`config.mk`:
```
export PLATFORM = sky130hd
export DESIGN_NAME = stack_rel_addr_timing
export DESIGN_NICKNAME = d
export VERILOG_FILES = /design/src/addr_timing_pkg.sv /design/src/stack_rel_addr_timing.sv
export SDC_FILE = /design/constraint.sdc
export NUM_CORES = 1
export LEC_CHECK = 0
export ABC_AREA = 1
export BUFFER_PORTS_ARGS = -buffer_cell sky130_fd_sc_hd__buf_2
export CORE_MARGIN = 2
export CORE_UTILIZATION = 37
export CTS_BUF_LIST = sky130_fd_sc_hd__clkbuf_4 sky130_fd_sc_hd__clkbuf_8
export DETAILED_ROUTE_END_ITERATION = 12
export SLEW_MARGIN = 10
export SYNTH_ARGS = -nofsm -noshare
export SYNTH_HDL_FRONTEND = slang
export SYNTH_SLANG_ARGS = --single-unit
export TNS_END_PERCENT = 20
```
`constraint.sdc`:
```
create_clock -name i_clock -period 6.4 [get_ports i_clock]
set_input_delay 0.96 -clock i_clock [delete_from_list [all_inputs] [get_ports i_clock]]
set_output_delay 0.96 -clock i_clock [all_outputs]
set_load 0.03 [all_outputs]
```
`src/addr_timing_pkg.sv`:
```
// Purpose: shared constants for stack-relative address and timing logic
// Assumes: 16-bit program counter and stack pointer, 24-bit addresses
// Notes: mode codes are local choices

package addr_timing_pkg;

  localparam int ADDR_W = 24;
  localparam int WORD_W = 16;
  localparam int BYTE_W = 8;

  localparam logic [7:0] ZERO_BANK  = 8'h00;
  localparam logic [7:0] PAGE_ALIGN = 8'h00;

  // addressing modes
  typedef enum logic [4:0] {
    MODE_ABS          = 5'h00,
    MODE_ABS_IDX_IND  = 5'h01,
    MODE_ABS_IND      = 5'h02,
    MODE_ABS_LONG     = 5'h03,
    MODE_ABS_LONG_X   = 5'h04,
    MODE_ABS_X        = 5'h05,
    MODE_ABS_Y        = 5'h06,
    MODE_ACC          = 5'h07,
    MODE_BLOCK_MOVE   = 5'h08,
    MODE_DIR          = 5'h09,
    MODE_DIR_IDX_IND  = 5'h0a,
    MODE_DIR_IND      = 5'h0b,
    MODE_DIR_IND_IDX  = 5'h0c,
    MODE_DIR_IND_LIDX = 5'h0d,
    MODE_DIR_IND_LONG = 5'h0e,
    MODE_DIR_X        = 5'h0f,
    MODE_DIR_Y        = 5'h10,
    MODE_IMM          = 5'h11,
    MODE_IMPLIED      = 5'h12,
    MODE_REL          = 5'h13,
    MODE_REL_LONG     = 5'h14,
    MODE_STACK        = 5'h15,
    MODE_STACK_REL    = 5'h16,
    MODE_STACK_REL_IY = 5'h17
  } addr_mode_t;

  // base cycle counts
  localparam logic [3:0] CYC_ABS          = 4'h4;
  localparam logic [3:0] CYC_ABS_IDX_IND  = 4'h6;
  localparam logic [3:0] CYC_ABS_IND      = 4'h5;
  localparam logic [3:0] CYC_ABS_LONG     = 4'h5;
  localparam logic [3:0] CYC_TWO          = 4'h2;
  localparam logic [3:0] CYC_BLOCK_MOVE   = 4'h7;
  localparam logic [3:0] CYC_DIR          = 4'h3;
  localparam logic [3:0] CYC_DIR_X        = 4'h4;
  localparam logic [3:0] CYC_DIR_IND      = 4'h5;
  localparam logic [3:0] CYC_DIR_SIX      = 4'h6;
  localparam logic [3:0] CYC_REL          = 4'h2;
  localparam logic [3:0] CYC_REL_LONG     = 4'h3;
  localparam logic [3:0] CYC_STACK        = 4'h3;
  localparam logic [3:0] CYC_STACK_REL    = 4'h4;
  localparam logic [3:0] CYC_STACK_REL_IY = 4'h7;

  // adjustments
  localparam logic [3:0] ADD_ONE        = 4'h1;
  localparam logic [3:0] ADD_RMW_NARROW = 4'h2;
  localparam logic [3:0] ADD_RMW_WIDE   = 4'h3;

  // instruction lengths in bytes
  localparam logic [2:0] LEN_ONE   = 3'h1;
  localparam logic [2:0] LEN_TWO   = 3'h2;
  localparam logic [2:0] LEN_THREE = 3'h3;
  localparam logic [2:0] LEN_FOUR  = 3'h4;

endpackage

```
`src/stack_rel_addr_timing.sv`:
```
// Purpose: relative branch, stack and stack-relative address generation
//          plus per-instruction cycle and length accounting
// Assumes: sequencer presents operands on i_start; all inputs synchronous
// Notes: results registered; o_valid pulses one cycle after i_start, or one cycle after i_pointer_valid for indirect indexed

`timescale 1ns/1ps

// What this block does
// - taken branch adds operand to pc already at next opcode
// - short displacement is signed byte, -128 to +127
// - branch changes only 16-bit pc; program bank never altered
// - push, pull, call, return, interrupt accesses use bank zero
// - interrupt vector fetches always use bank zero
// - stack-relative low 16 bits are stack pointer plus offset byte
// - stack-relative upper address byte forced to zero
// - stack-relative offset zero-extended, range 0 to 255
// - indirect indexed pointer read from bank zero at stack plus offset
// - data bank value supplies upper base byte for indirect indexed
// - indirect indexed address is 24-bit base plus second index
// - absolute family base cycles: 6, 5, 4, 5
// - direct-page base cycles: 3, 4, 5, 6
// - stack-relative 4 cycles, indirect indexed 7, two bytes each
// - branches 2 or 3 cycles, plus one when taken
// - one extra cycle when absolute X/Y or direct indirect indexed crosses a 256-byte page (not stack-relative indirect indexed)
// - 16-bit width adds a cycle; immediate gains one byte
// - direct modes add a cycle when direct base low byte nonzero
// - read-modify-write adds two cycles if width flag set, else three
// - immediate operand is byte two, or bytes two and three when wide
module stack_rel_addr_timing (
  // clock and reset
  input  wire logic                      i_clock,
  input  wire logic                      i_rst,
  input  wire logic                      i_enable,
  // request from sequencer
  input  wire logic                      i_start,
  input  wire addr_timing_pkg::addr_mode_t i_mode,
  input  wire logic                      i_branch_taken,
  input  wire logic                      i_rmw,
  input  wire logic                      i_vector_fetch,
  input  wire logic                      i_imm_uses_index,
  input  wire logic                      i_page_cross,
  // operand bytes and core state
  input  wire logic [7:0]                i_operand_low,
  input  wire logic [7:0]                i_operand_high,
  input  wire logic [15:0]               i_program_counter,
  input  wire logic [7:0]                i_program_bank_value,
  input  wire logic [7:0]                i_data_bank_value,
  input  wire logic [15:0]               i_stack_pointer,
  input  wire logic [15:0]               i_direct_base,
  input  wire logic [15:0]               i_index_y,
  input  wire logic                      i_acc_width_flag,
  input  wire logic                      i_index_width_flag,
  // indirect pointer fetched from bank zero
  input  wire logic                      i_pointer_valid,
  input  wire logic [15:0]               i_pointer_data,
  // results
  output logic                           o_valid,
  output logic [23:0]                    o_address,
  output logic [15:0]                    o_next_pc,
  output logic [7:0]                     o_next_program_bank,
  output logic                           o_pointer_req,
  output logic [23:0]                    o_pointer_address,
  output logic [3:0]                     o_cycles,
  output logic [2:0]                     o_length,
  output logic                           o_page_crossed
);

  // sign-extend a short displacement
  function automatic logic [15:0] sext8(input logic [7:0] b);
    sext8 = {{8{b[7]}}, b};
  endfunction

  // zero-extend and wrap inside bank zero
  function automatic logic [15:0] stack_sum(input logic [15:0] sp, input logic [7:0] off);
    stack_sum = sp + {8'h00, off};
  endfunction

  // page crossing test for an index add
  function automatic logic crosses(input logic [15:0] base, input logic [15:0] idx);
    logic [16:0] s;
    s = {1'b0, base} + {1'b0, idx};
    crosses = (s[15:8] != base[15:8]) || s[16];
  endfunction

  typedef enum logic [0:0] {
    ST_IDLE = 1'b0,
    ST_PTR  = 1'b1
  } seq_state_t;

  seq_state_t state;
  logic [15:0] next_pc;
  logic [15:0] stack_addr;
  logic        wide_m;
  logic        wide_any;
  logic        direct_mode;
  logic        page_mode;
  logic [3:0]  base_cycles;
  logic [3:0]  next_cycles;
  logic [2:0]  next_length;
  logic [3:0]  held_cycles;
  logic [2:0]  held_length;
  logic [23:0] base24;
  logic [24:0] eff_sum;
  logic        ptr_cross;

  assign wide_m   = ~i_acc_width_flag;
  assign wide_any = ~i_acc_width_flag | ~i_index_width_flag;

  assign stack_addr = stack_sum(i_stack_pointer, i_operand_low);

  assign direct_mode = (i_mode == addr_timing_pkg::MODE_DIR) || (i_mode == addr_timing_pkg::MODE_DIR_IDX_IND) ||
                       (i_mode == addr_timing_pkg::MODE_DIR_IND) || (i_mode == addr_timing_pkg::MODE_DIR_IND_IDX) ||
                       (i_mode == addr_timing_pkg::MODE_DIR_IND_LIDX) ||
                       (i_mode == addr_timing_pkg::MODE_DIR_IND_LONG) ||
                       (i_mode == addr_timing_pkg::MODE_DIR_X) || (i_mode == addr_timing_pkg::MODE_DIR_Y);
  assign page_mode = (i_mode == addr_timing_pkg::MODE_ABS_X) || (i_mode == addr_timing_pkg::MODE_ABS_Y) ||
                     (i_mode == addr_timing_pkg::MODE_DIR_IND_IDX);

  always_comb begin
    next_pc = i_program_counter;
    if (i_mode == addr_timing_pkg::MODE_REL && i_branch_taken) begin
      next_pc = i_program_counter + sext8(i_operand_low);
    end else if (i_mode == addr_timing_pkg::MODE_REL_LONG && i_branch_taken) begin
      next_pc = i_program_counter + {i_operand_high, i_operand_low};
    end
  end

  // base cycles and length
  always_comb begin
    base_cycles = addr_timing_pkg::CYC_TWO;
    next_length = addr_timing_pkg::LEN_TWO;
    case (i_mode)
      addr_timing_pkg::MODE_ABS, addr_timing_pkg::MODE_ABS_X, addr_timing_pkg::MODE_ABS_Y: begin
        base_cycles = addr_timing_pkg::CYC_ABS;
        next_length = addr_timing_pkg::LEN_THREE;
      end
      addr_timing_pkg::MODE_ABS_IDX_IND: begin
        base_cycles = addr_timing_pkg::CYC_ABS_IDX_IND;
        next_length = addr_timing_pkg::LEN_THREE;
      end
      addr_timing_pkg::MODE_ABS_IND: begin
        base_cycles = addr_timing_pkg::CYC_ABS_IND;
        next_length = addr_timing_pkg::LEN_THREE;
      end
      addr_timing_pkg::MODE_ABS_LONG, addr_timing_pkg::MODE_ABS_LONG_X: begin
        base_cycles = addr_timing_pkg::CYC_ABS_LONG;
        next_length = addr_timing_pkg::LEN_FOUR;
      end
      addr_timing_pkg::MODE_ACC, addr_timing_pkg::MODE_IMPLIED: begin
        base_cycles = addr_timing_pkg::CYC_TWO;
        next_length = addr_timing_pkg::LEN_ONE;
      end
      addr_timing_pkg::MODE_BLOCK_MOVE: begin
        base_cycles = addr_timing_pkg::CYC_BLOCK_MOVE;
        next_length = addr_timing_pkg::LEN_THREE;
      end
      addr_timing_pkg::MODE_DIR: begin
        base_cycles = addr_timing_pkg::CYC_DIR;
      end
      addr_timing_pkg::MODE_DIR_X, addr_timing_pkg::MODE_DIR_Y: begin
        base_cycles = addr_timing_pkg::CYC_DIR_X;
      end
      addr_timing_pkg::MODE_DIR_IND, addr_timing_pkg::MODE_DIR_IND_IDX: begin
        base_cycles = addr_timing_pkg::CYC_DIR_IND;
      end
      addr_timing_pkg::MODE_DIR_IDX_IND, addr_timing_pkg::MODE_DIR_IND_LIDX,
      addr_timing_pkg::MODE_DIR_IND_LONG: begin
        base_cycles = addr_timing_pkg::CYC_DIR_SIX;
      end
      addr_timing_pkg::MODE_IMM: begin
        base_cycles = addr_timing_pkg::CYC_TWO;
        next_length = addr_timing_pkg::LEN_TWO;
      end
      addr_timing_pkg::MODE_REL: begin
        base_cycles = addr_timing_pkg::CYC_REL;
      end
      addr_timing_pkg::MODE_REL_LONG: begin
        base_cycles = addr_timing_pkg::CYC_REL_LONG;
        next_length = addr_timing_pkg::LEN_THREE;
      end
      addr_timing_pkg::MODE_STACK: begin
        base_cycles = addr_timing_pkg::CYC_STACK;
        next_length = addr_timing_pkg::LEN_ONE;
      end
      addr_timing_pkg::MODE_STACK_REL: begin
        base_cycles = addr_timing_pkg::CYC_STACK_REL;
      end
      addr_timing_pkg::MODE_STACK_REL_IY: begin
        base_cycles = addr_timing_pkg::CYC_STACK_REL_IY;
      end
      default: begin
        base_cycles = addr_timing_pkg::CYC_TWO;
        next_length = addr_timing_pkg::LEN_TWO;
      end
    endcase
  end

  // adjustments to base cycles
  always_comb begin
    next_cycles = base_cycles;
    if ((i_mode == addr_timing_pkg::MODE_REL || i_mode == addr_timing_pkg::MODE_REL_LONG) && i_branch_taken) begin
      next_cycles = next_cycles + addr_timing_pkg::ADD_ONE;
    end
    if (page_mode && i_page_cross) begin
      next_cycles = next_cycles + addr_timing_pkg::ADD_ONE;
    end
    if (wide_any && (direct_mode || page_mode || i_mode == addr_timing_pkg::MODE_ABS ||
        i_mode == addr_timing_pkg::MODE_ABS_LONG || i_mode == addr_timing_pkg::MODE_ABS_LONG_X ||
        i_mode == addr_timing_pkg::MODE_IMM || i_mode == addr_timing_pkg::MODE_STACK_REL ||
        i_mode == addr_timing_pkg::MODE_STACK_REL_IY)) begin
      next_cycles = next_cycles + addr_timing_pkg::ADD_ONE;
    end
    if (direct_mode && (i_direct_base[7:0] != addr_timing_pkg::PAGE_ALIGN)) begin
      next_cycles = next_cycles + addr_timing_pkg::ADD_ONE;
    end
    if (i_rmw) begin
      next_cycles = next_cycles + (wide_m ? addr_timing_pkg::ADD_RMW_WIDE : addr_timing_pkg::ADD_RMW_NARROW);
    end
  end

  assign base24  = {i_data_bank_value, i_pointer_data};
  assign eff_sum = {1'b0, base24} + {9'h000, i_index_y};
  assign ptr_cross = crosses(i_pointer_data, i_index_y);

  // sequence state
  always_ff @(posedge i_clock) begin
    if (i_rst) begin
      state <= ST_IDLE;
    end else if (i_enable) begin
      case (state)
        ST_IDLE: begin
          if (i_start && i_mode == addr_timing_pkg::MODE_STACK_REL_IY) begin
            state <= ST_PTR;
          end
        end
        ST_PTR: begin
          // requests refused until pointer arrives
          if (i_pointer_valid) begin
            state <= ST_IDLE;
          end
        end
        default: begin
          state <= ST_IDLE;
        end
      endcase
    end
  end

  // pointer request
  always_ff @(posedge i_clock) begin
    if (i_rst) begin
      o_pointer_req     <= 1'b0;
      o_pointer_address <= 24'h000000;
    end else if (i_enable) begin
      if (state == ST_IDLE && i_start && i_mode == addr_timing_pkg::MODE_STACK_REL_IY) begin
        o_pointer_req     <= 1'b1;
        o_pointer_address <= {addr_timing_pkg::ZERO_BANK, stack_addr};
      end else if (state == ST_PTR && i_pointer_valid) begin
        o_pointer_req <= 1'b0;
      end
    end
  end

  // captured timing for the indirect case
  always_ff @(posedge i_clock) begin
    if (i_rst) begin
      held_cycles <= 4'h0;
      held_length <= 3'h0;
    end else if (i_enable && state == ST_IDLE && i_start) begin
      held_cycles <= next_cycles;
      held_length <= next_length;
    end
  end

  // results
  always_ff @(posedge i_clock) begin
    if (i_rst) begin
      o_valid             <= 1'b0;
      o_address           <= 24'h000000;
      o_next_pc           <= 16'h0000;
      o_next_program_bank <= 8'h00;
      o_cycles            <= 4'h0;
      o_length            <= 3'h0;
      o_page_crossed      <= 1'b0;
    end else if (i_enable) begin
      o_valid <= 1'b0;
      if (state == ST_PTR && i_pointer_valid) begin
        o_valid        <= 1'b1;
        o_address      <= eff_sum[23:0];
        o_cycles       <= held_cycles;
        o_length       <= held_length;
        o_page_crossed <= ptr_cross;
      end else if (state == ST_IDLE && i_start && i_mode != addr_timing_pkg::MODE_STACK_REL_IY) begin
        o_valid        <= 1'b1;
        o_cycles       <= next_cycles;
        o_page_crossed <= i_page_cross;
        o_next_pc      <= next_pc;
        o_next_program_bank <= i_program_bank_value;
        o_length <= next_length;
        if (i_mode == addr_timing_pkg::MODE_IMM && (i_imm_uses_index ? ~i_index_width_flag : wide_m)) begin
          o_length <= addr_timing_pkg::LEN_THREE;
        end
        if (i_mode == addr_timing_pkg::MODE_STACK_REL) begin
          o_address <= {addr_timing_pkg::ZERO_BANK, stack_addr};
        end else if (i_mode == addr_timing_pkg::MODE_STACK || i_vector_fetch) begin
          o_address <= {addr_timing_pkg::ZERO_BANK, i_stack_pointer};
          if (i_vector_fetch) begin
            o_address <= {addr_timing_pkg::ZERO_BANK, i_operand_high, i_operand_low};
          end
        end else begin
          o_address <= {i_program_bank_value, next_pc};
        end
      end
    end
  end

endmodule // stack_rel_addr_timing

```
### After elaboration in Yosys (flattened, before gate mapping)

Cells that the tools add are included.

* register bits after elaboration: 82
* latch bits: 0
* memory bits (writable): 0
* bits in read-only memories: 0
* output and inout port bits: 82
* word-level logic and storage cells: 131
* memories kept: 0

* add/subtract/negate cells: 10
* $mul: 0
* divide/modulo/power cells: 0
* order comparisons: 0
* equality and inequality tests: 25
* shift operators: 0
* mux-type cells: 30
* bitwise logic cells: 5
* reductions and logical operators: 49

Operators by type and width (number)
* $mux 24: 4
* $mux 16: 3
* $eq 5x4->1 const B: 8
* $eq 5x5->1 const B: 8
* $add 16x16->16: 2
* $mux 4: 7
* $add 24x16->24: 1
* $eq 5x3->1 const B: 4
* $logic_or 1x1->1: 19
* $add 16x16->17: 1
* $add 16x8->16: 1
* $add 4x1->4 const B: 4
* $pmux 3 s5: 1
* $logic_and 1x1->1: 14
* $eq 5x2->1 const B: 2
* $mux 1: 10
* $mux 3: 3
* $pmux 3 s3: 1
* $ne 8x8->1: 1
* $reduce_bool 8->1: 1
* $reduce_or 7->1: 1
* $reduce_and 2->1: 3
* $reduce_or 3->1: 2
* $reduce_or 6->1: 1
* 12 further kinds: 17

### Logic depth before layout (Yosys ltp)

Gate-level depths: netlist of the first run.

* word-level depth: 23
* mapped depth: 27

### Least setup slack after synthesis of the first run

No wires, ideal clock.

* kind: input to register
* from: input port i_mode[4]
* to: register o_cycles[2]
* arrival: 4.038 ns
* required time: 6.269 ns
* slack: 2.231 ns
* stages on the path: 25
* cell sequence: inv_1 -> buf_2 -> nand3_1 -> nand2_1 -> nor2_1 -> nand3_2 -> nand2_2 -> ha_1 -> or2_0 -> nand2_2 -> inv_1 -> ha_1 -> nand2_1 -> nand2_4 -> ha_1 -> nand2_1 -> nand2_4 -> inv_4 -> nand2_1 -> nand2_1 -> ha_1 -> nor2_1 -> xor2_1 -> a21o_1 -> a21oi_2

* longest elaborated chain between the ends: 23
* elaborated cells between the ends (all ways): 65
* classes of those cells: 5 x add/sub; 22 x eq/ne; 8 x mux; 30 x reduce/logical

RTL lines
* from (decl): RTL line stack_rel_addr_timing.sv:36 `input wire addr_timing_pkg::addr_mode_t i_mode,`
* parallel branches: the longest is 23 deep, another holds $add 4x1->4
* to (signal assigned): RTL line stack_rel_addr_timing.sv:290 `o_cycles <= held_cycles;`
* to (signal assigned): RTL line stack_rel_addr_timing.sv:295 `o_cycles <= next_cycles;`
* to (decl): RTL line stack_rel_addr_timing.sv:63 `output logic [3:0] o_cycles,`

Parallel ways; which one is timed is not known. The select of a mux whose other input is x is not followed.
A chain may end at the register's enable or synchronous reset.

### Worst setup path in the final report of the first run

* from: input port i_mode[1]
* to: register o_cycles[2]

The elaborated chain is that of the path after synthesis.

==> impl_metrics.toml, run 1 <==
[outcome]
status = "completed"

[sta]
hold_slack_ns = 0.466
drv_slew = 0
worst_slew_pin_slew_ns = 0.986
finalCriticalPeriod_ns = 4.58
period_share_pct = 71.6
final.setup.tns_ns = 0
relSlewSlack_pct = 34.2
setup_violations = 0
fmax_ghz = 0.218
rsz0062_at_grt = "false"
hold_viol_final = 0
clock_skew_ns = 0.0142

[drt]
wl_um = 23800
drc = 0
num_vias = 8082
drtPass1Iterations = 4
wl_per_cell_um = 14.7
vias_per_cell = 5.01
drt_iter0_markers = 321
postRouteAntennaNets = 0

[cells_and_area]
multiInputGateArea_um2 = 4980
final_common_cell = "nand2_1"
final_area_um2 = 8750
synthToLayoutAreaGrowth_pct = 18.2
final_cells = 1613
diodes = 0
fin_nets = 1526
drive_above_1_share_pct = 20.3
fillCellCount = 2180
fin_util_pct = 44.8
final_cell_mix = "nand2_1 (241), buf_2 (194), inv_1 (145)"
seqCellArea_um2 = 1640

[place]
gp_congestion = 0.915
dp_hpwl_um = 19400
place_area_um2 = 8550
port_buffers = 194
dp.cells = 1597

[clock_tree]
cts_sinks = 82
post_cts_resized = 0
worstSkewPairLatency_ns = 0.38
cts_hold_repair.buffers = 0
htree_num_levels = 3
cts-root-buf = "clkbuf_8"
postCtsSetupBuffers = 0
clkSlewWorstSetupHoldPaths_ns = 0.10
cts_buffers = 9
clock_path_buffers = 2
cts_tree = "yes"

[synthesis]
yosysWarnings = 0
synth_seq_cells = 82
ys.flop_type = "dfxtp_1"
synth-edff-count = 0
yosysUniqueCellTypes = 51
syn_area_um2 = 7400
synthArstFlopShare_pct = 0
syn_avg_cell_area_um2 = 6.31
synth-seq-area-share_pct = 22.2
syn_inst = 1174

[floorplanning]
initial_utilization_pct = 37.9
fp.coreArea_um2 = 19500
num_io_pins = 211
die_h_um = 145
die-area_um2 = 21200
die_w_um = 145
rows = 51

[global_routing]
grt_pass1_vias = 7323
overflow = 0
antenna_found_initial = 1
grt_pass1_wl_um = 37800
grt_max_degree = 46
grtUsageTotal_pct = 22.0

[worst_setup_path]
end_kind = "register"
max_stage_delay_ns = 0.46
start_kind = "primary input"
worst-path-buf-inv = 3
cp_top_family = "simple AND/OR/NAND/NOR gates"
critPathSlowestCell = "nand3_2"
crit_required_ns = 6.64
criticalPathCategory = "in -> reg"
crit_arrival_ns = 4.83
cp_max_fo = 22

[flow_run]
max-cap-violations = 0

[pwr]
vdd_drop_max_mv = 0.101
powerDensity_nw_per_um2 = 173
leakagePower_nw = 4.74

[hold_path]
hp-class = "reg -> reg"
[registers in the layout, summed over array words and instances, names as in the netlist]
signal and cells:
held_cycles 4, held_length 3, o_address 24, o_cycles 4, o_length 3, o_next_pc 16, o_next_program_bank 8, o_page_crossed 1
o_pointer_address 16, o_pointer_req 1, o_valid 1, state 1
[logic make-up after synthesis]
| logic type | after synthesis | synth area share (%) |
|---|---|---|
| AND/OR/NAND/NOR | 493 | 29.9 |
| XOR/XNOR | 42 | 4.97 |
| other | 1 | 0.0506 |
| AO/OA/AOI/OAI | 297 | 22.6 |
| adder cells (fa/ha/maj) | 54 | 9.43 |
| flip-flops | 82 | 22.2 |
| buffers and inverters | 205 | 10.9 |
[routing by layer]
layer  wire length (um)  global-route usage (%)  up-vias
li1                   -                       -     4239
met1              11100                    29.9     3575
met2              10800                    35.7      231
met3               1410                    4.17       35
met4                558                    6.37        2
met5                 13                       0        -
[final cells by class]
class / count / area share (%)
Multi-Input combinational cell: 894 / 57.0
Sequential cell: 82 / 18.8
Timing Repair Buffer: 198 / 11.4
Inverter: 158 / 6.81
Tap cell: 265 / 3.79
Clock buffer: 9 / 1.42
Clock inverter: 7 / 0.829
[power by group]
group	total, mW	internal (mW)	switching, mW
registers	0.554	0.538	0.0163
logic	0.578	0.199	0.379
clock network	0.379	0.152	0.227
[path summary, 6_finish.rpt]
kind | from | end | slack (ns) | cells after the start
setup / recovery | i_mode[1] | o_cycles[2] | 1.82 | 25
hold / removal | o_address[14] | o_address[14] | 0.47 | 2
setup reg to reg | state | o_cycles[0] | 3.75 | 9
hold reg to reg | o_address[14] | o_address[14] | 0.47 | 2
[cell usage after synthesis, types with 2 or more instances]
cell type | n | area share (%)
nand2_1 | 241 | 12
inv_1 | 145 | 7.4
o21ai_0 | 114 | 7.7
nor2_1 | 107 | 5.4
a21oi_1 | 106 | 7.2
dfxtp_1 | 82 | 22
nand3_1 | 73 | 4.9
ha_1 | 51 | 8.6
xor2_1 | 34 | 4.0
clkbuf_1 | 33 | 1.7
o211ai_1 | 24 | 2.4
a31oi_1 | 20 | 1.7
nand3_2 | 12 | 1.6
nor3_1 | 12 | 0.81
inv_2 | 10 | 0.51
nor2_2 | 10 | 0.84
nand2_2 | 9 | 0.76
buf_4 | 8 | 0.81
xnor2_1 | 8 | 0.95
nand4_1 | 7 | 0.59
o21bai_1 | 6 | 0.61
a211oi_1 | 5 | 0.51
nand2_4 | 5 | 0.76
a21boi_0 | 4 | 0.41
buf_1 | 4 | 0.20
or2_2 | 4 | 0.34
a21o_1 | 3 | 0.30
a21oi_2 | 3 | 0.35
fa_1 | 3 | 0.81
nor4_1 | 3 | 0.25
o2111ai_1 | 3 | 0.35
buf_2 | 2 | 0.14
clkinv_1 | 2 | 0.10
nand3b_1 | 2 | 0.20
nor2_4 | 2 | 0.30
o31ai_1 | 2 | 0.20
[metrics by stage]
stage	setup WS (ns)	power, mW
after floorplan	2.23	0.974
after global placement	1.47	1.14
after detailed placement	1.42	1.14
after CTS	1.82	1.52
after global routing	1.39	1.62
final	1.82	1.51
[worst reg2reg max path: cells and delay by family, from the launching register on]
family	cells	cell delay (ns)
DFF	1	0.37
buffers and inverters	3	1.39
AOI/OAI and AO/OA	3	0.48
and+or+nand+nor	3	0.35
Note: power is estimated with default switching activity, not from simulation.
==> inputs of run 2 (changes only) <==
clock period = 4.2 ns   (was 6.4 ns; I/O delays follow)
==> run 2 against run 1 <==
Cell area rose by 1.4%. Clock skew down 0.0017 ns. Clock power increased by 50%. Flip-flop and latch count is the same. Final cell count up 1.1%. Die area unchanged. Via count increased by 1.3%. Routed wire length increased by 2.4%. Global-route usage up 0.63 points. Core utilization is 0.62 points higher. Non-clock buffer count increased by 16.
==> impl_metrics.toml, run 2 (synthesis gave the netlist of run 1 again) <==
[clock_tree]
clock_path_buffers = 2
clkSlewWorstSetupHoldPaths_ns = 0.10
cts_hold_repair.buffers = 0
cts-root-buf = "clkbuf_8"
cts_buffers = 9
postCtsSetupBuffers = 0
cts_tree = "yes"
post_cts_resized = 0
htree_num_levels = 3
cts_sinks = 82
worstSkewPairLatency_ns = 0.37

[cells_and_area]
fillCellCount = 2158
final_cell_mix = "nand2_1 (241), buf_2 (194), inv_1 (145)"
top_register = "o_address"
multiInputGateArea_um2 = 4980
fin_util_pct = 45.4
seqCellArea_um2 = 1640
fin_nets = 1542
synthToLayoutAreaGrowth_pct = 19.8
largest_reg_flops = 24
reg_top3 = "o_address x24, o_next_pc x16, o_pointer_address x16"
final_common_cell = "nand2_1"
drive_above_1_share_pct = 21.2
final_area_um2 = 8870

[global_routing]
grt_pass1_wl_um = 39000
grt_pass1_vias = 7576
antenna_found_initial = 2
grt_max_degree = 46
grtUsageTotal_pct = 22.7
overflow = 0

[place]
gp_congestion = 0.931
dp_hpwl_um = 19700
place_area_um2 = 8670
port_buffers = 194

[worst_setup_path]
criticalPathCategory = "in -> reg"
rr_worst_depth = 9
crit_required_ns = 4.46
crit_arrival_ns = 4.07
r2r-end = "o_cycles[1]"
crit_start = "i_mode[3]"
ff2ff_setup_slack_ns = 1.63
cp_max_fo = 9
end_kind = "register"
regToRegStartpoint = "state"
start_kind = "primary input"

[drt]
drc = 0
wl_um = 24400
vias_per_cell = 5.02
wl_per_cell_um = 15.0
drt_iter0_markers = 452
num_vias = 8189
drtPass1Iterations = 4
postRouteAntennaNets = 0

[hold_path]
whs_endpoint = "o_address[14]"
hp-start = "o_address[14]"
holdPathStages = 2
hp-class = "reg -> reg"

[sta]
relSlewSlack_pct = 50.3
rsz0062_at_grt = "false"
drv_slew = 0
finalCriticalPeriod_ns = 3.81
setup_violations = 0
period_share_pct = 90.7
hold_viol_final = 0
clock_skew_ns = 0.0125
final.setup.tns_ns = 0
worst_slew_pin_slew_ns = 0.744
fmax_ghz = 0.262
hold_slack_ns = 0.467

[pwr]
vdd_drop_max_mv = 0.184
finalPower_mw = 2.31
leakagePower_nw = 4.82
powerDensity_nw_per_um2 = 260

[floorplanning]
fp.coreArea_um2 = 19500
num_io_pins = 211
die_h_um = 145
rows = 51
initial_utilization_pct = 37.9
die_w_um = 145
die-area_um2 = 21200

[flow_run]
max-cap-violations = 0

[outcome]
status = "completed"
-- run 2: critical path, stage by stage --
cell	delay (ns)
buf_2	0.15
nor2_2	0.35
inv_1	0.08
nor2_1	0.09
nand2_1	0.05
nand3_1	0.13
nor2_1	0.07
nand2_2	0.08
ha_1	0.22
or2_0	0.23
nand2_2	0.08
inv_1	0.04
ha_1	0.28
nand2_1	0.11
nand2_4	0.06
ha_1	0.27
nand2_1	0.08
nand2_4	0.11
inv_4	0.04
nand2_1	0.10
nand2_1	0.08
ha_1	0.20
nor2_1	0.12
xor2_1	0.22
a21o_1	0.16
a21oi_2	0.05
-- run 2: worst max path at each step --
| stage | to | depth (start not counted) |
|---|---|---|
| 4_1_cts | o_cycles[2] | 26 |
| 3_3_place_gp | o_cycles[2] | 26 |
| 2_1_floorplan | o_cycles[2] | 25 |
| 6_report | o_cycles[2] | 26 |
| 3_5_place_dp | o_cycles[2] | 25 |
| 5_1_grt | o_cycles[1] | 25 |
-- run 2: cell type report --
type	count	area share, %
Timing Repair Buffer	214	12.6
Multi-Input combinational cell	894	56.2
Inverter	158	6.71
Tap cell	265	3.74
Antenna cell	1	0.0282
Sequential cell	82	18.5
Clock buffer	9	1.40
Clock inverter	7	0.804
-- run 2: metrics by stage --
| stage | instances | setup WS [ns] |
|---|---|---|
| floorplan | 1181 | 0.361 |
| global placement | 1613 | 0.0261 |
| detailed placement | 1613 | 0.00254 |
| CTS | 1629 | 0.392 |
| global route | 1629 | 0.0297 |
| finish | 1630 | 0.390 |
-- run 2: routing by layer --
metal	part of all wire, %	GRT usage, %
met5	0.053	0
met1	46	30.5
met4	1.5	4.51
met3	6.1	4.04
met2	46	38.2
-- run 2: where the power goes --
part	switching (mW)	total [mW]	internal, mW	leakage [nW]
Combinational	0.584	0.897	0.314	4.06
Sequential	0.0248	0.845	0.820	0.672
Clock	0.337	0.569	0.232	0.0931
Total	0.946	2.31	1.37	4.82
==> inputs of run 3 (changes only) <==
ABC_AREA = 0   (was 1)
CTS_BUF_LIST = sky130_fd_sc_hd__clkbuf_16   (was sky130_fd_sc_hd__clkbuf_4 sky130_fd_sc_hd__clkbuf_8)
==> run 3 against run 2 <==
First-iteration DRC count up 34%. Die area decreased by 1.3%. Clock-buffer cell count stayed put. Sequential power is 0.5% lower. Synthesized area is 1.3% lower.
==> impl_metrics.toml, run 3 <==
[sta]
period_share_pct = 93.0
setup_ws_ns = 0.294
worst_slew_pin_slew_ns = 0.873
drv_slew = 0
setup_violations = 0
hold_viol_final = 0
rsz0062_at_grt = "false"
fmax_ghz = 0.256
relSlewSlack_pct = 41.4
hold_slack_ns = 0.454
clock_skew_ns = 0.00375
finalCriticalPeriod_ns = 3.91

[clock_tree]
post_cts_resized = 0
postCtsSetupBuffers = 0
htree_num_levels = 3
clock_path_buffers = 2
clkSlewWorstSetupHoldPaths_ns = 0.07
cts_buffers = 9
cts-root-buf = "clkbuf_16"
worstSkewPairLatency_ns = 0.36
cts_hold_repair.buffers = 0
cts_tree = "yes"
cts_sinks = 82

[synthesis]
synth-simple-area-share_pct = 22.2
synth_most_common_cell = "nor2_1"
yosysUniqueCellTypes = 77
syn_inst = 989
synth_top_family_by_area = "compound AO/OA/AOI/OAI gates"
syn_avg_cell_area_um2 = 7.39
syn_area_um2 = 7310
ys.flop_type = "dfxtp_1"
synth_area_leaders = "dfxtp_1 (22%), ha_1 (8.7%), a21oi_1 (6.5%), nor2_1 (5.0%), nand2_1 (4.8%)"
synth-seq-area-share_pct = 22.5
synth_top_area_cell = "dfxtp_1"
synthMuxAreaShare_pct = 0.959
synthArstFlopShare_pct = 0
yosysWarnings = 0
synthXorXnorAreaFrac_pct = 7.93
yosys.area_share.adder_pct = 9.56
synth_compound_area_share_pct = 31.4
synth_top_area_share_pct = 22.5
synth_seq_cells = 82
synth_common_cells = "nor2_1 (98), a21oi_1 (95), nand2_1 (94)"
synth-edff-count = 0

[outcome]
status = "completed"

[place]
place_area_um2 = 8620
dp_hpwl_um = 19900
post-place-ws_ns = -0.0517
port_buffers = 194
gp_congestion = 0.911
dp.cells = 1425

[worst_setup_path]
crit_start = "i_mode[1]"
end_kind = "register"
critPathSlowestCell = "or4_1"
crit_required_ns = 4.47
cp_cell_sequence = "buf_2 -> nor2b_1 -> or4_1 -> o21a_1 -> ha_1 -> o221ai_2 -> inv_1 -> ha_1 -> nand2_1 -> nand2_1 -> ha_1 -> inv_1 -> or3_1 -> a2bb2oi_1 -> xnor2_1 -> a211o_1 -> o211ai_2 -> a311oi_2"
crit_top_cell = "ha_1"
crit_arrival_ns = 4.18
max_stage_delay_ns = 0.50
regToRegStartpoint = "state"
criticalPathCategory = "in -> reg"
ff2ff_setup_slack_ns = 1.88
cp_max_fo = 3
start_kind = "primary input"

[drt]
postRouteAntennaNets = 0
drtPass1Iterations = 5
wl_um = 25200
drt_iter0_markers = 604
drc = 0
wl_per_cell_um = 17.5
num_vias = 7899
vias_per_cell = 5.48

[cells_and_area]
final_area_um2 = 8950
synthToLayoutAreaGrowth_pct = 22.5
final_common_cell = "buf_2"
drive_above_1_share_pct = 22.0
fin_nets = 1354
final_cells = 1441
final_cell_mix = "buf_2 (194), nor2_1 (98), a21oi_1 (95)"
largest_reg_flops = 24
diodes = 0
reg_top3 = "o_address x24, o_next_pc x16, o_pointer_address x16"
top_register = "o_address"

[floorplanning]
fp.coreArea_um2 = 19400
die_h_um = 145
initial_utilization_pct = 37.7
die-area_um2 = 20900
rows = 51
die_w_um = 145
num_io_pins = 211

[global_routing]
grt_pass1_wl_um = 38900
grtUsageTotal_pct = 24.0
grt_max_degree = 49
antenna_found_initial = 0
overflow = 0
grt_pass1_vias = 7278

[pwr]
vdd_drop_max_mv = 0.139
powerDensity_nw_per_um2 = 298
leakagePower_nw = 3.94

[flow_run]
max-cap-violations = 0

[hold_path]
hp-class = "reg -> reg"
hp-start = "o_next_program_bank[5]"
run 3: cell count changes after synthesis, moves of 12 or more:
cell      delta
nand2_1    -147
inv_1      -116
o21ai_0     -54
nand3_1     -47
a211oi_1    +38
xnor2_1     +28
nor2b_1     +21
nor3_1      +20
a21o_1      +16
and3_1      +12
nand2b_1    +12
nand3_2     -12
run 3: worst max-delay path: cells and delay by family:
family | cells | cell delay, ns
AOI/OAI and AO/OA | 6 | 1.01
xor gates and xnor gates | 1 | 0.25
adders and majority gates | 3 | 0.90
buffers and inverters | 3 | 0.24
and+or+nand+nor | 5 | 1.15
run 3: final timing paths:
| path | end | cells past startpoint |
|---|---|---|
| setup / recovery | o_cycles[3] | 18 |
| hold / removal | o_next_program_bank[5] | 2 |
| setup reg to reg | o_cycles[1] | 7 |
| hold reg to reg | o_next_program_bank[5] | 2 |
run 3: power breakdown:
part | internal [mW] | total, mW | switching (mW)
clock network | 0.528 | 0.895 | 0.367
registers | 0.818 | 0.841 | 0.0231
logic | 0.371 | 0.935 | 0.565
total | 1.72 | 2.67 | 0.955
run 3: layer usage:
layer | GRT usage, % | up-vias | part of all wire [%]
li1 | - | 4001 | -
met1 | 34.2 | 3612 | 47
met2 | 38.5 | 262 | 45
met3 | 1.79 | 24 | 6.5
met4 | 7.87 | 0 | 2.2
met5 | 0 | - | 0
run 3: through the flow:
step / setup TNS [ns] / utilization [%] / total power, mW
2_1_floorplan: 0 / - / 1.50
3_5_place_dp: -0.0517 / 44.5 / 1.78
5_1_grt: 0 / 46.1 / 2.82
3_3_place_gp: -0.0261 / 44.5 / 1.78
4_1_cts: 0 / 46.1 / 2.69
6_report: 0 / 46.1 / 2.67
run 3: cells by family after synthesis:
group / Yosys count
muxes: 7
adders and majority gates: 54
buffers and inverters: 94
other: 1
and+or+nand+nor: 341
xor gates and xnor gates: 63
AOI/OAI and AO/OA: 347
DFF: 82
run 3: area by class of cell:
cell class                      count  area, um2
Fill cell                        2096      10400
Timing Repair Buffer              229       1230
Sequential cell                    82       1640
Clock inverter                      7        101
Inverter                           29        109
Clock buffer                        9        225
Tap cell                          265        332
Multi-Input combinational cell    820       5310
